===== config.mk =====
export PLATFORM = sky130hd
export DESIGN_NAME = low_power_mode_control
export DESIGN_NICKNAME = d
export VERILOG_FILES = /design/src/verilog/lp_mode_pkg.sv /design/src/verilog/low_power_mode_control.sv
export SDC_FILE = /design/constraint.sdc
export NUM_CORES = 1
export LEC_CHECK = 0
export BUFFER_PORTS_ARGS = -buffer_cell sky130_fd_sc_hd__buf_2
export CORE_ASPECT_RATIO = 2
export CORE_UTILIZATION = 45
export CTS_BUF_LIST = sky130_fd_sc_hd__clkbuf_8 sky130_fd_sc_hd__clkbuf_16
export DETAILED_ROUTE_END_ITERATION = 12
export PLACE_DENSITY = 0.75
export SLEW_MARGIN = 20
export SYNTH_ARGS = -nofsm -noshare
export SYNTH_HDL_FRONTEND = slang
export SYNTH_SLANG_ARGS = --single-unit

===== constraint.sdc =====
create_clock -name clk_sys -period 2.55 [get_ports clk_sys]
set_input_delay 0.1275 -clock clk_sys [delete_from_list [all_inputs] [get_ports clk_sys]]
set_output_delay 0.1275 -clock clk_sys [all_outputs]
set_load 0.02 [all_outputs]

===== src/verilog/lp_mode_pkg.sv =====
/*
  Package for the power-mode controller: mode codes, voltage ranges,
  wait-state limits, frequency limits and wakeup timing.
  Assumes frequencies arrive in kHz from the clock tree logic.
*/
package lp_mode_pkg;

  // Requested power modes
  typedef enum logic [3:0] {
    REQ_RUN         = 4'h0,
    REQ_LP_RUN      = 4'h1,
    REQ_SLEEP       = 4'h2,
    REQ_STOP_MAIN   = 4'h3,
    REQ_STOP_LP     = 4'h4,
    REQ_STOP_DEEP   = 4'h5,
    REQ_STANDBY     = 4'h6,
    REQ_SHUTDOWN    = 4'h7
  } mode_req_t;

  // Voltage ranges
  localparam logic [1:0] RANGE_NORMAL  = 2'h0;
  localparam logic [1:0] RANGE_REDUCED = 2'h1;
  localparam logic [1:0] RANGE_BOOST   = 2'h2;

  // Wait-state limits in kHz
  localparam logic [17:0] NORM_STEP_KHZ  = 18'd20000;
  localparam logic [17:0] NORM_MAX_KHZ   = 18'd100000;
  localparam logic [17:0] RED_WS0_KHZ    = 18'd8000;
  localparam logic [17:0] RED_WS1_KHZ    = 18'd16000;
  localparam logic [17:0] RED_WS2_KHZ    = 18'd26000;
  localparam logic [17:0] BOOST_MAX_KHZ  = 18'd120000;
  localparam logic [17:0] LP_MAX_KHZ     = 18'd2000;
  localparam logic [2:0]  BOOST_WAIT_STATES = 3'h5;

  // Timing
  localparam int CLK_MHZ          = 50;
  localparam int SLEEP_EXIT_CYC   = 6;
  localparam int STOP_WAKE_NS     = 1000;
  localparam int DEEP_SRAM_NS     = 5000;
  localparam int DEEP_FLASH_NS    = 8000;
  localparam int STOP_WAKE_CYC    = STOP_WAKE_NS * CLK_MHZ / 1000;
  localparam int DEEP_SRAM_CYC    = DEEP_SRAM_NS * CLK_MHZ / 1000;
  localparam int DEEP_FLASH_CYC   = DEEP_FLASH_NS * CLK_MHZ / 1000;
  localparam int WAKE_PINS        = 5;

endpackage


===== src/verilog/low_power_mode_control.sv =====
/*
  Power-mode controller: wait states, regulator choice, clock and
  memory gating per mode, wakeup source filtering and exit timing.
  Assumes all inputs except wakeup pins and the reset pin come from logic on clk_sys.
*/
`timescale 1ns/1ps

// Functional notes
// - Normal range: one wait state per 20 MHz step above 20, four at 100.
// - Reduced range: 0/1/2 wait states up to 8/16/26 MHz, above refused.
// - Boost range up to 120 MHz always uses 5 wait states.
// - Brown-out and watchdog may stay on in every mode but shutdown.
// - Low-power run/sleep use low-power regulator, clock at most 2 MHz.
// - Flash off in low-power sleep, or low-power run executing from SRAM.
// - Batch acquisition keeps only DMA, comms and SRAM clocks; flash off.
// - Batch acquisition at or below 2 MHz turns main regulator off.
// - In low-power sleep, I2C and serial may use the 16 MHz oscillator.
// - Stop halts fast oscillators; peripherals may request 16 MHz on demand.
// - Stop exit restarts from multispeed oscillator within about 1 us.
// - Deep stop wakes in about 5 us from SRAM, 8 us from flash.
// - Brown-out reset always enabled during standby.
// - Standby loses SRAM except the second bank when its retention is selected.
// - Standby holds per-pin pull-up or pull-down selections.
// - Standby exits on wakeup pins, reset pin, watchdog or clock event.
// - Shutdown: regulators and monitor off; wake by pins, reset, crystal clock.
// - Shutdown pull configuration discarded on exit.
// - Sleep modes end on any interrupt or event, resuming 6 cycles later.
// - Low-power regulator state means main off, low-power on; first stop mode keeps main.
// - Serial receivers wake stop modes on start, address or frame.
// - I2C address match wakes stop modes.
// - Low-power run lets independent-clock peripherals use 16 MHz.
module low_power_mode_control
  import lp_mode_pkg::*;
#(
  parameter int NUM_PINS = 16
) (
  input  wire logic                clk_sys,
  input  wire logic                rst,
  input  wire logic                mode_req_valid,
  input  wire mode_req_t           mode_req,
  input  wire logic [1:0]          volt_range,
  input  wire logic [17:0]         sysclk_khz,
  input  wire logic                exec_from_sram,
  input  wire logic                batch_acquisition_submode,
  input  wire logic                sram2_retain_sel,
  input  wire logic                rtc_on_slow_crystal,
  input  wire logic [NUM_PINS-1:0] pull_up_sel,
  input  wire logic [NUM_PINS-1:0] pull_dn_sel,
  input  wire logic                irq_or_event,
  input  wire logic [WAKE_PINS-1:0] wakeup_pin,
  input  wire logic                reset_pin_n,
  input  wire logic                wdg_wake,
  input  wire logic                rtc_wake,
  input  wire logic                serial_start,
  input  wire logic                serial_addr,
  input  wire logic                serial_frame,
  input  wire logic                i2c_addr_match,
  input  wire logic                periph_osc_req,
  input  wire logic                resume_in_flash,
  output logic [2:0]               flash_wait_states,
  output logic                     freq_error,
  output logic                     main_regulator_state,
  output logic                     lowpower_regulator_state,
  output logic                     cpu_clk_en,
  output logic                     flash_pd,
  output logic                     flash_clk_en,
  output logic                     sram1_pwr,
  output logic                     sram2_pwr,
  output logic                     dma_clk_en,
  output logic                     comm_clk_en,
  output logic                     other_periph_clk_en,
  output logic                     fast_osc_en,
  output logic                     internal_16m_osc,
  output logic                     multispeed_internal_osc,
  output logic                     brownout_reset,
  output logic                     independent_watchdog,
  output logic [NUM_PINS-1:0]      pull_up_out,
  output logic [NUM_PINS-1:0]      pull_dn_out,
  output logic                     serial_wake_irq,
  output logic                     i2c_wake_irq,
  output logic                     sys_reset_req,
  output logic                     cpu_resume
);

  // Refuse a pin count that the pull logic cannot hold
  if (NUM_PINS < 1) begin : g_pins_chk
    $error("NUM_PINS must be positive");
  end

  // One-hot controller states
  typedef enum logic [7:0] {
    ST_RUN      = 8'h01,
    ST_LP_RUN   = 8'h02,
    ST_SLEEP    = 8'h04,
    ST_STOP     = 8'h08,
    ST_STANDBY  = 8'h10,
    ST_SHUTDOWN = 8'h20,
    ST_WAKE     = 8'h40,
    ST_RESET    = 8'h80
  } state_t;

  // Sequencer state, stop flavour, exit counter and sleep options
  state_t     state_q;
  mode_req_t  stop_kind_q;
  logic       lp_sleep_q;
  logic [9:0] wait_q;
  logic       batch_q;

  // Two-stage synchronisers for pins
  logic [WAKE_PINS:0] pin_s1_q;
  logic [WAKE_PINS:0] pin_s2_q;
  always_ff @(posedge clk_sys or posedge rst) begin
    if (rst) begin
      pin_s1_q <= '0;
      pin_s2_q <= '0;
    end else begin
      pin_s1_q <= {~reset_pin_n, wakeup_pin};
      pin_s2_q <= pin_s1_q;
    end
  end
  // Any wake pin, and the reset pin seen active
  logic pin_wake;
  logic rst_pin_wake;
  assign pin_wake     = |pin_s2_q[WAKE_PINS-1:0];
  assign rst_pin_wake = pin_s2_q[WAKE_PINS];

  // Wait states and legality from range and frequency
  logic [2:0] latency_d;
  logic       err_d;
  always_comb begin
    latency_d = 3'h0;
    err_d     = 1'b0;
    case (volt_range)
      RANGE_NORMAL: begin
        if (sysclk_khz <= NORM_STEP_KHZ)             latency_d = 3'h0;
        else if (sysclk_khz <= 18'(2*NORM_STEP_KHZ)) latency_d = 3'h1;
        else if (sysclk_khz <= 18'(3*NORM_STEP_KHZ)) latency_d = 3'h2;
        else if (sysclk_khz <= 18'(4*NORM_STEP_KHZ)) latency_d = 3'h3;
        else begin
          latency_d = 3'h4;
          err_d     = sysclk_khz > NORM_MAX_KHZ;
        end
      end
      RANGE_REDUCED: begin
        if (sysclk_khz <= RED_WS0_KHZ)      latency_d = 3'h0;
        else if (sysclk_khz <= RED_WS1_KHZ) latency_d = 3'h1;
        else begin
          latency_d = 3'h2;
          err_d     = sysclk_khz > RED_WS2_KHZ;
        end
      end
      RANGE_BOOST: begin
        latency_d = BOOST_WAIT_STATES;
        err_d     = sysclk_khz > BOOST_MAX_KHZ;
      end
      default: err_d = 1'b1;
    endcase
    // Low-power modes cap the clock whatever the range
    if ((state_q == ST_LP_RUN || lp_sleep_q) && sysclk_khz > LP_MAX_KHZ)
      err_d = 1'b1;
  end

  // Register wait states and speed error
  always_ff @(posedge clk_sys or posedge rst) begin
    if (rst) begin
      flash_wait_states <= 3'h0;
      freq_error        <= 1'b0;
    end else begin
      flash_wait_states <= latency_d;
      freq_error        <= err_d;
    end
  end

  // Wakeup qualification per mode
  logic stop_wake;
  logic standby_wake;
  logic shutdown_wake;
  assign stop_wake     = irq_or_event | pin_wake | rst_pin_wake | rtc_wake | wdg_wake
                       | serial_start | serial_addr | serial_frame
                       | i2c_addr_match;
  assign standby_wake  = pin_wake | rst_pin_wake | wdg_wake | rtc_wake;
  assign shutdown_wake = pin_wake | rst_pin_wake
                       | (rtc_wake & rtc_on_slow_crystal);

  // Mode sequencer
  always_ff @(posedge clk_sys or posedge rst) begin
    if (rst) begin
      state_q     <= ST_RUN;
      stop_kind_q <= REQ_RUN;
      lp_sleep_q  <= 1'b0;
      batch_q     <= 1'b0;
      wait_q      <= 10'h0;
    end else begin
      case (state_q)
        ST_RUN, ST_LP_RUN: begin
          if (mode_req_valid) begin
            case (mode_req)
              REQ_RUN:    state_q <= ST_RUN;
              REQ_LP_RUN: state_q <= ST_LP_RUN;
              REQ_SLEEP: begin
                state_q    <= ST_SLEEP;
                batch_q    <= batch_acquisition_submode;
                // Low-power sleep from low-power run or slow batch acquisition
                lp_sleep_q <= (state_q == ST_LP_RUN)
                            | (batch_acquisition_submode
                               & (sysclk_khz <= LP_MAX_KHZ));
              end
              REQ_STOP_MAIN, REQ_STOP_LP, REQ_STOP_DEEP: begin
                state_q     <= ST_STOP;
                stop_kind_q <= mode_req;
              end
              REQ_STANDBY:  state_q <= ST_STANDBY;
              REQ_SHUTDOWN: state_q <= ST_SHUTDOWN;
              default:      state_q <= state_q;
            endcase
          end
        end
        // Any interrupt or event ends sleep after the fixed exit delay
        ST_SLEEP: begin
          if (irq_or_event) begin
            state_q <= ST_WAKE;
            wait_q  <= 10'(SLEEP_EXIT_CYC - 1);
          end
        end
        // Deep stop exit time depends on where execution resumes
        ST_STOP: begin
          if (stop_wake) begin
            state_q <= ST_WAKE;
            if (stop_kind_q == REQ_STOP_DEEP)
              wait_q <= resume_in_flash ? 10'(DEEP_FLASH_CYC - 1)
                                        : 10'(DEEP_SRAM_CYC - 1);
            else
              wait_q <= 10'(STOP_WAKE_CYC - 1);
          end
        end
        ST_STANDBY: if (standby_wake) state_q <= ST_RESET;
        ST_SHUTDOWN: if (shutdown_wake) state_q <= ST_RESET;
        ST_WAKE: begin
          if (wait_q == 10'h0) begin
            // Resume in low-power run after low-power sleep, otherwise in run
            state_q     <= lp_sleep_q ? ST_LP_RUN : ST_RUN;
            lp_sleep_q  <= 1'b0;
            batch_q     <= 1'b0;
            stop_kind_q <= REQ_RUN;
          end else begin
            wait_q <= wait_q - 10'h1;
          end
        end
        // One cycle of reset request, then run
        ST_RESET: begin
          state_q     <= ST_RUN;
          stop_kind_q <= REQ_RUN;
        end
        default: state_q <= ST_RUN;
      endcase
    end
  end

  // Regulator, clock and memory controls per state
  logic lp_reg_d;
  logic in_stop;
  assign in_stop  = state_q == ST_STOP;
  // Low-power regulator alone in low-power modes and the deeper stops
  assign lp_reg_d = state_q == ST_LP_RUN || (state_q == ST_SLEEP && lp_sleep_q)
                  || (in_stop && stop_kind_q != REQ_STOP_MAIN);

  always_ff @(posedge clk_sys or posedge rst) begin
    if (rst) begin
      main_regulator_state     <= 1'b1;
      lowpower_regulator_state <= 1'b0;
      cpu_clk_en               <= 1'b1;
      flash_pd                 <= 1'b0;
      flash_clk_en             <= 1'b1;
      sram1_pwr                <= 1'b1;
      sram2_pwr                <= 1'b1;
      dma_clk_en               <= 1'b1;
      comm_clk_en              <= 1'b1;
      other_periph_clk_en      <= 1'b1;
      fast_osc_en              <= 1'b1;
      internal_16m_osc         <= 1'b1;
      multispeed_internal_osc  <= 1'b1;
      brownout_reset           <= 1'b1;
      independent_watchdog     <= 1'b1;
    end else begin
      // Main off whenever low-power regulator or off modes
      main_regulator_state     <= ~lp_reg_d & state_q != ST_STANDBY
                                & state_q != ST_SHUTDOWN;
      lowpower_regulator_state <= lp_reg_d | state_q == ST_STANDBY;
      cpu_clk_en   <= state_q == ST_RUN || state_q == ST_LP_RUN;
      flash_pd     <= (state_q == ST_SLEEP && (lp_sleep_q || batch_q))
                    || (state_q == ST_LP_RUN && exec_from_sram)
                    || in_stop || state_q == ST_STANDBY
                    || state_q == ST_SHUTDOWN;
      flash_clk_en <= !((state_q == ST_SLEEP && (lp_sleep_q || batch_q))
                    || (state_q == ST_LP_RUN && exec_from_sram)
                    || in_stop || state_q == ST_STANDBY
                    || state_q == ST_SHUTDOWN);
      sram1_pwr    <= state_q != ST_STANDBY && state_q != ST_SHUTDOWN;
      sram2_pwr    <= state_q != ST_SHUTDOWN
                    && (state_q != ST_STANDBY || sram2_retain_sel);
      dma_clk_en   <= state_q != ST_STOP && state_q != ST_STANDBY
                    && state_q != ST_SHUTDOWN;
      comm_clk_en  <= state_q != ST_STANDBY && state_q != ST_SHUTDOWN;
      other_periph_clk_en <= !(state_q == ST_SLEEP && batch_q) && !in_stop
                    && state_q != ST_STANDBY && state_q != ST_SHUTDOWN;
      fast_osc_en  <= state_q == ST_RUN;
      // 16 MHz in run, low-power run and sleep, and in stop on peripheral request
      internal_16m_osc <= state_q == ST_RUN || state_q == ST_LP_RUN
                    || state_q == ST_SLEEP
                    || (in_stop && periph_osc_req);
      multispeed_internal_osc <= !in_stop && state_q != ST_STANDBY
                    && state_q != ST_SHUTDOWN;
      brownout_reset       <= state_q != ST_SHUTDOWN;
      independent_watchdog <= state_q != ST_SHUTDOWN;
    end
  end

  // Pull holding and wake signalling
  always_ff @(posedge clk_sys or posedge rst) begin
    if (rst) begin
      pull_up_out     <= '0;
      pull_dn_out     <= '0;
      serial_wake_irq <= 1'b0;
      i2c_wake_irq    <= 1'b0;
      sys_reset_req   <= 1'b0;
      cpu_resume      <= 1'b0;
    end else begin
      if (state_q == ST_STANDBY || state_q == ST_SHUTDOWN) begin
        pull_up_out <= pull_up_sel;
        pull_dn_out <= pull_dn_sel;
      end else begin
        pull_up_out <= '0;
        pull_dn_out <= '0;
      end
      serial_wake_irq <= in_stop & (serial_start | serial_addr | serial_frame);
      i2c_wake_irq    <= in_stop & i2c_addr_match;
      sys_reset_req   <= state_q == ST_RESET;
      cpu_resume      <= state_q == ST_WAKE && wait_q == 10'h0;
    end
  end

endmodule // low_power_mode_control


==> metrics.txt, run 1 <==
status=complete, but fails checks; failing checks=hold timing; total power=4.392 mW; most frequent cells in the layout=buf_2, dfrtp_1, nor2_1, and2_1, dlygate4sd3_1; htree depth=3; fraction of layout cells with a size suffix above 1=35.04%; Worst EP required=2790 ps; Util after Layout=63.02%; Cells after Synth=408; final WL=12.40 mm; WP data arrival=2740 ps; GP Congestion=0.9653; GRT overflow=0; Cell Area, Placed=5017 µm²; Post-Syn Nets=487; Rel. slew slack=52.12%; most common cell after layout, fill and taps aside=buf_2; Vias=3945; hold_ws=-4.513 ps; # port buffers=132; Crit-path slowest cell=or4_4; largest net degree at the start of global routing=48; CTS root buf=clkbuf_16; RSZ-0062 raised after global routing=yes; Detail Placement HPWL=9.106 mm; Die X=70.01 µm; clk slew on worst S/H paths=70 ps; CP endpoint kind=flip-flop; Synth Area in XOR/XNOR=0.6312%; Netlist cell types=62; via-per-instance ratio=5.742; Post-synth ARST share=100.0%; yosys warns=0; area delta synth->final=36.43%; Fin Clk Skew=8.555 ps; wire length per cell=18.04 µm; largest family of logic cells by synthesized area=simple AND/OR/NAND/NOR gates; Skew-Pair Late Insertion Delay=340 ps; dpl cells=640; row cnt=49; initial core utilization=46.19%; Remaining DRCs=0; MaxCap Viol Count=0; Core ar.=9012 µm²; CP cell instances=inv_2 > ha_4 > or4b_4 > or3b_4 > and2_4 > or4_4 > o32ai_2; maximum vdd drop=0.3841 mV; Synth Register Bits=88; TritonCTS clock tree=built; Fin. Hold Viols=3; Hold WC Path Type=in2reg; Post-synth EDFFs=0; NumNets Final=659; Main synth FF type=dfrtp_1; Iter 0 DRT Violations=286; final std cells w/o fill=687; Final setup viols=0; DRT Pass-1 Iters=4; # clock sinks=88; Total Routing Usage GR=26.34%; Crit path buffers/inverters=1; Die Ht=138.0 µm; initial antenna violation count=0; Startpoint Class=flip-flop; I/O Pins=133; Mapped Area=4163 µm²; ANT cells=0; fmax=400.7 MHz; vias in the first global route=3913; Die Area=9663 µm²; mean area per synthesized cell=10.20 µm²; minimum clock period=2496 ps; number of CTS-inserted buffers=9; ANT nets after route=0; period utilisation layout=97.87%; first-pass GRT wire length=19.75 mm; Lkg Pwr=2.768 nW; Synth Area in Simple Gates=25.13%; CP max stage delay=510 ps; family with the most delay on the worst path=simple AND/OR/NAND/NOR gates; Post-Synth Adder-Cell Area=0.3006%; final instance area=5679 µm²; Seq/Total Area, Yosys=53.23%; cell area power density=773.4 nW/µm²; final slew viol count=0; Slew @ Worst Pin=717.4 ps; Setup CP Type=reg2reg; multiplexer share of the synthesized area=1.984%; crit path max fanout=3; CTS max path bufs=2; post-synthesis compound-gate area fraction=14.37%
## power by group
| part | switching, mW | total [mW] | leakage (nW) | internal (mW) |
|---|---|---|---|---|
| registers | 0.135 | 1.75 | 1.14 | 1.61 |
| logic | 0.695 | 1.24 | 1.47 | 0.545 |
| clock network | 0.544 | 1.40 | 0.158 | 0.860 |
## sequential cells by signal, indices dropped and copies added (netlist names), 3 cells and up
name               flops
stop_kind_q            4
flash_wait_states      3
pin_s1_q               6
state_q                8
pin_s2_q               6
pull_dn_out           16
pull_up_out           16
wait_q                10
## area by class of cell
class                      instances  area, µm²
fill                             725       3333
sequential                        88       2216
clock buffer                       9      225.2
multi-input combinational        277       1795
inverter                          21      80.08
clock inverter                     7      93.84
timing repair buffer             183       1141
tap                              102      127.6
## layer usage
metal	global-route usage (%)	part of all wire, %	vias to the layer above
met3	5.102	4.9	52
met4	16.32	5.6	0
met2	47.47	55	197
met1	27.26	35	1882
li1	-	-	1814
met5	0	0	-
## final timing paths
check | from | to | slack, ps | cells after the start
setup / recovery | wait_q[0]$_DFFE_PP0P_ | state_q[5]$_DFFE_PP0P_ | 50 | 7
hold / removal | pull_up_sel[1] | pull_up_out[1]$_DFF_PP0_ | -5 | 2
setup reg to reg | wait_q[0]$_DFFE_PP0P_ | state_q[5]$_DFFE_PP0P_ | 50 | 7
hold reg to reg | pin_s1_q[4]$_DFF_PP0_ | pin_s2_q[4]$_DFF_PP0_ | 350 | 0
max in group asynchronous | rst | internal_16m_osc$_DFF_PP1_ | 1370 | 4
min in group asynchronous | rst | pull_up_out[15]$_DFF_PP0_ | 430 | 3
## Yosys cell counts, drive strengths merged (5+ instances only)
cell | instances | area [µm²]
and3 | 6 | 37.54
nor4 | 12 | 87.58
and4b | 5 | 50.05
mux2i | 6 | 60.06
dfstp | 11 | 289.0
clkbuf | 17 | 63.81
or4 | 6 | 48.80
buf | 5 | 38.78
inv | 21 | 78.83
nor2 | 38 | 142.6
nand3 | 11 | 55.05
o21ai | 18 | 90.09
a21oi | 6 | 30.03
a31oi | 9 | 56.30
and2 | 36 | 225.2
nand4b | 6 | 52.55
nor2b | 8 | 50.05
nor3 | 8 | 40.04
o31ai | 9 | 67.56
dfrtp | 77 | 1927
nand2 | 28 | 105.1
## per-stage QoR
stage,setup slack [ps],setup TNS (ps)
after global placement,48.95,0
after floorplan,-43.25,-78.99
after global routing,-19.78,-24.39
final,54.26,0
after CTS,24.51,0
after detailed placement,-5.347,-5.347
## timing repair
item                                    CTS  global route
endpoints found under the setup margin    2             7
resized for setup                         2             3
setup buffers                             0             2
pin swaps                                 1             1
hold buffers                             28             1
gates cloned                              0             0
hold endpoints to repair                 65             1
## cells by family after synthesis
group | after synthesis
AND/OR/NAND/NOR | 184
flip-flops | 88
AO/OA/AOI/OAI | 81
buffers and inverters | 43
multiplexers | 8
XOR/XNOR | 3
adder cells (fa/ha/maj) | 1
Note: power is estimated with default switching activity, not from simulation.
==> run 2: changes to the inputs <==
- SETUP_SLACK_MARGIN: not set -> 0.15
==> metrics.txt, run 2 (synthesis results as in run 1) <==
Crit-path slowest cell=or4_4; Lkg Pwr=2.860 nW (+3.3%); # port buffers=132 (unchanged); cell area power density=780.2 nW/µm² (+0.88%); minimum clock period=2448 ps (-47.64 ps); total power=4.573 mW (+4.1%); largest net degree at the start of global routing=48 (unchanged); CP cell instances=inv_2 > ha_4 > or4b_4 > or3b_4 > and2_4 > or4_4 > o32ai_2; Hold WC Path Type=in2reg; most frequent cells in the layout=buf_2, dfrtp_1, nor2_1, dlygate4sd3_1, and2_1; r2r startpoint=wait_q[1]$_DFFE_PP0P_; # clock sinks=88 (unchanged); TritonCTS clock tree=built; hold path startpoint=pull_dn_sel[9]; WP data arrival=2700 ps (-40 ps); Final setup viols=0 (unchanged); wire length per cell=18.96 µm (+5.1%); CTS root buf=clkbuf_16; WHS Path Cells=2 (unchanged); setup_tns=0 ps (unchanged); CTS max path bufs=2 (unchanged); WL met1=4.371 mm (+1.8%); fmax=408.5 MHz (+1.9%); GP Congestion=0.9447 (-2.1%); CP max stage delay=510 ps (about the same); Crit path buffers/inverters=1 (unchanged); Vias=4182 (+6.0%); GRT overflow=0 (unchanged); MaxCap Viol Count=0 (unchanged); Startpoint Class=flip-flop; Fin. Hold Viols=0 (-3); RSZ-0062 raised after global routing=yes; Remaining DRCs=0 (unchanged); family with the most delay on the worst path=simple AND/OR/NAND/NOR gates; hold_ws=8.010 ps (+12.52 ps); Die Ht=138.0 µm (unchanged); Rel. slew slack=46.43% (-5.7 points); Total Routing Usage GR=28.48% (+2.1 points); Slew @ Worst Pin=802.6 ps (+85.16 ps); via-per-instance ratio=5.915 (+3.0%); Die Area=9663 µm² (unchanged); wire length on met2=7.535 mm (+11%); Max Used Layer=met4; most common cell after layout, fill and taps aside=buf_2; maximum vdd drop=0.5184 mV (+35%); crit path max fanout=3 (unchanged); r2r worst-path depth=7 (unchanged); row cnt=49 (unchanged); clk slew on worst S/H paths=60 ps (about the same); Core ar.=9012 µm² (unchanged); Fin Clk Skew=9.544 ps (+0.9894 ps); htree depth=3 (unchanged); area delta synth->final=40.79%; ANT cells=0 (unchanged); I/O Pins=133 (unchanged); end of the worst register-to-register path=state_q[5]$_DFFE_PP0P_; Place WS=20.62 ps (+25.97 ps); period utilisation layout=96.00% (-1.9 points); Setup WS post-layout=101.9 ps (+47.64 ps); DRT Pass-1 Iters=6 (+2); ANT nets after route=0 (unchanged); final WL=13.40 mm (+8.1%); Detail Placement HPWL=9.054 mm (-0.57%); Iter 0 DRT Violations=328 (+15%); CP endpoint kind=flip-flop; met3 WL post-DR=803 µm (+33%); fraction of layout cells with a size suffix above 1=36.03% (+0.99 points); initial antenna violation count=0 (unchanged); initial core utilization=46.19% (unchanged); Worst R2R Setup Slack=100 ps (+50 ps); first-pass GRT wire length=21.22 mm (+7.5%); Endpoint, Worst Hold=pull_dn_out[9]$_DFF_PP0_; final slew viol count=0 (unchanged); Die X=70.01 µm (unchanged); Setup CP Type=reg2reg; number of CTS-inserted buffers=9 (unchanged); biggest regs=pull_dn_out x16, pull_up_out x16, wait_q x10; vias in the first global route=4289 (+9.6%); Worst EP required=2800 ps (about the same); status=finished, final reports clean; critical path depth=7 (unchanged); NumNets Final=679 (+3.0%); Skew-Pair Late Insertion Delay=350 ps (about the same)
-- run 2: changes by cell type in the layout (fill, tap and decap cells not counted), sizes merged --
cell / previous run / this run
dlygate4sd3: 29 / 38
buf: 154 / 165
clkbuf: 9 / 10
clkinvlp: 1 / 0
-- run 2: metal layers --
layer | global-route usage [%] | vias to the layer above
met5 | 0 | -
met4 | 16.00 | 0
met3 | 5.321 | 57
met2 | 53.90 | 242
met1 | 27.90 | 2033
li1 | - | 1850
-- run 2: metrics by stage --
stage | area [µm²] | utilization, % | std cells
2_1_floorplan | 4168 | - | 408
3_3_place_gp | 5002 | 55.50 | 638
3_5_place_dp | 5002 | 55.50 | 638
4_1_cts | 5806 | 64.42 | 700
5_1_grt | 5861 | 65.03 | 707
6_report | 5861 | 65.03 | 707
-- run 2: repair_timing --
| action | CTS | global route |
|---|---|---|
| endpoints found under the setup margin | 9 | 18 |
| hold buffers | 38 | 0 |
| setup buffers | 8 | 7 |
| pin swaps | 3 | 4 |
| endpoints found under the hold margin | 80 | 0 |
| resized for setup | 5 | 2 |
-- run 2: area by class of cell --
| class | count | area, µm² |
|---|---|---|
| Multi-Input combinational cell | 277 | 1795 |
| Tap cell | 102 | 127.6 |
| Sequential cell | 88 | 2216 |
| Timing Repair Buffer | 203 | 1305 |
| Clock buffer | 10 | 239.0 |
| Fill cell | 719 | 3152 |
| Clock inverter | 6 | 97.59 |
| Inverter | 21 | 80.08 |
-- run 2: power by group --
| part | total, mW | switching [mW] | internal, mW |
|---|---|---|---|
| Combinational | 1.34 | 0.733 | 0.609 |
| Sequential | 1.75 | 0.136 | 1.61 |
| Clock | 1.48 | 0.580 | 0.900 |
| Total | 4.57 | 1.45 | 3.12 |
-- run 2: how the worst max path moves through the flow --
| stage | end | startpoint | slack [ps] |
|---|---|---|---|
| global route | state_q[5]$_DFFE_PP0P_ | wait_q[1]$_DFFE_PP0P_ | 30 |
| finish | state_q[5]$_DFFE_PP0P_ | wait_q[1]$_DFFE_PP0P_ | 100 |
| floorplan | state_q[4]$_DFFE_PP0P_ | wait_q[1]$_DFFE_PP0P_ | -40 |
| global placement | state_q[4]$_DFFE_PP0P_ | wait_q[1]$_DFFE_PP0P_ | 60 |
| detailed placement | state_q[4]$_DFFE_PP0P_ | wait_q[0]$_DFFE_PP0P_ | 20 |
| CTS | state_q[5]$_DFFE_PP0P_ | wait_q[1]$_DFFE_PP0P_ | 140 |
==> run 3: changes to the inputs <==
- PLACE_DENSITY: 0.75 -> 0.72
- SKIP_CTS_REPAIR_TIMING: not set -> 1
- clock period: 2.55 -> 2.9 ns (I/O delays scaled with it)
==> metrics.txt, run 3 (synthesis results as in run 1) <==
hold path startpoint=pull_dn_sel[6]; Detail Placement HPWL=8.894 mm (-1.8%); Startpoint Class=flip-flop; Rel. slew slack=57.17% (+11 points); CTS root buf=clkbuf_16; NumNets Final=625 (-8.0%); Crit. Startpoint=wait_q[1]$_DFFE_PP0P_; Total Routing Usage GR=25.09% (-3.4 points); wire length per cell=17.99 µm (-5.1%); biggest regs=pull_dn_out x16, pull_up_out x16, wait_q x10; most frequent cells in the layout=buf_2, dfrtp_1, nor2_1, and2_1, nand2_1; hold_ws=7.314 ps (-0.6959 ps); fmax=377.4 MHz (-7.6%); final std cells w/o fill=653 (-7.6%); WHS Path Cells=2 (unchanged); TritonCTS clock tree=built; # clock sinks=88 (unchanged); fraction of layout cells with a size suffix above 1=34.85% (-1.2 points); Slew @ Worst Pin=636.5 ps (-166.0 ps); Cell Area, Placed=4937 µm² (-1.3%); CTS max path bufs=2 (unchanged); initial antenna violation count=0 (unchanged); Register Area=2216 µm² (unchanged); clk slew on worst S/H paths=70 ps (about the same); first-pass GRT wire length=18.98 mm (-11%); crit path max fanout=4 (+1); Die Ht=138.0 µm (unchanged); via-per-instance ratio=5.735 (-3.0%); vias in the first global route=3928 (-8.4%); MaxCap Viol Count=0 (unchanged); minimum clock period=2650 ps (+201.7 ps); # port buffers=132 (unchanged); Setup WS post-layout=250.2 ps (+148.3 ps); final WL=11.75 mm (-12%); Place WS=192.9 ps (+172.3 ps); Vias=3745 (-10%); area delta synth->final=28.16%; CP endpoint kind=flip-flop; GRT overflow=0 (unchanged); Setup CP Type=reg2reg; setup_tns=0 ps (unchanged); htree depth=3 (unchanged); initial core utilization=46.19% (unchanged); area used by multi-input combinational logic=1787 µm² (-0.49%); row cnt=49 (unchanged); RSZ-0062 raised after global routing=no; dpl cells=630 (-1.3%); total power=3.699 mW (-19%); maximum vdd drop=0.4992 mV (-3.7%); GP Congestion=0.9079 (-3.9%); fill cell count=766 (+6.5%); Die X=70.01 µm (unchanged); ANT nets after route=0 (unchanged); Remaining DRCs=0 (unchanged); status=finished, final reports clean; DRT Pass-1 Iters=4 (-2); ANT cells=0 (unchanged); most common cell after layout, fill and taps aside=buf_2; Fin. Hold Viols=0 (unchanged); CP max stage delay=560 ps (+50 ps); Die Area=9663 µm² (unchanged); cell area power density=693.3 nW/µm² (-11%); end of the worst register-to-register path=state_q[4]$_DFFE_PP0P_; r2r worst-path depth=7 (unchanged); Worst EP required=3150 ps (+350 ps); Lkg Pwr=2.605 nW (-8.9%); final slew viol count=0 (unchanged); final instance area=5335 µm² (-9.0%); period utilisation layout=91.37% (-4.6 points); WP data arrival=2900 ps (+200 ps); Util after Layout=59.20% (-5.8 points); number of CTS-inserted buffers=9 (unchanged); r2r startpoint=wait_q[1]$_DFFE_PP0P_; Core ar.=9012 µm² (unchanged); Iter 0 DRT Violations=260 (-21%); Endpoint, Worst Hold=pull_dn_out[6]$_DFF_PP0_; CP cell instances=inv_2 > ha_4 > or4b_4 > or3b_4 > and2_2 > or4_4 > o31ai_1; Fin Clk Skew=8.561 ps (-0.9834 ps); Hold WC Path Type=in2reg; Skew-Pair Late Insertion Delay=340 ps (about the same); I/O Pins=133 (unchanged); Crit-path slowest cell=or4_4; largest net degree at the start of global routing=89 (+85%); Final setup viols=0 (unchanged); Worst R2R Setup Slack=250 ps (+150 ps)
-- run 3: final cells by class --
| type | instances | share of cell area, % |
|---|---|---|
| timing repair buffer | 149 | 15.34 |
| tap | 102 | 2.392 |
| clock inverter | 7 | 1.524 |
| clock buffer | 9 | 4.221 |
| inverter | 21 | 1.501 |
| multi-input combinational | 277 | 33.49 |
| sequential | 88 | 41.53 |
-- run 3: power by group --
| part | switching [mW] | internal, mW |
|---|---|---|
| Combinational | 0.582 | 0.404 |
| Clock | 0.494 | 0.679 |
| Sequential | 0.121 | 1.42 |
| Total | 1.20 | 2.50 |
-- run 3: routing by layer --
layer / GRT usage (%) / vias up / routed length (µm)
li1: - / 1742 / -
met1: 25.18 / 1770 / 3968
met2: 45.70 / 183 / 6510
met3: 3.571 / 50 / 557
met4: 18.11 / 0 / 712
met5: 0 / - / 0
-- run 3: worst max-delay path: cells and delay by family, from the launching register on --
kind / cells / cell delay (ps)
AND/OR/NAND/NOR: 4 / 1680
flip-flops: 1 / 410
buffers and inverters: 1 / 90
adder cells (fa/ha/maj): 1 / 140
AO/OA/AOI/OAI: 1 / 240
-- run 3: how the worst max path moves through the flow --
| stage | end | slack, ps | cells after the start |
|---|---|---|---|
| floorplan | state_q[5]$_DFFE_PP0P_ | 240 | 8 |
| CTS | state_q[4]$_DFFE_PP0P_ | 190 | 7 |
| detailed placement | state_q[5]$_DFFE_PP0P_ | 190 | 7 |
| global route | state_q[1]$_DFFE_PP0P_ | 150 | 7 |
| global placement | state_q[5]$_DFFE_PP0P_ | 240 | 7 |
| finish | state_q[4]$_DFFE_PP0P_ | 250 | 7 |
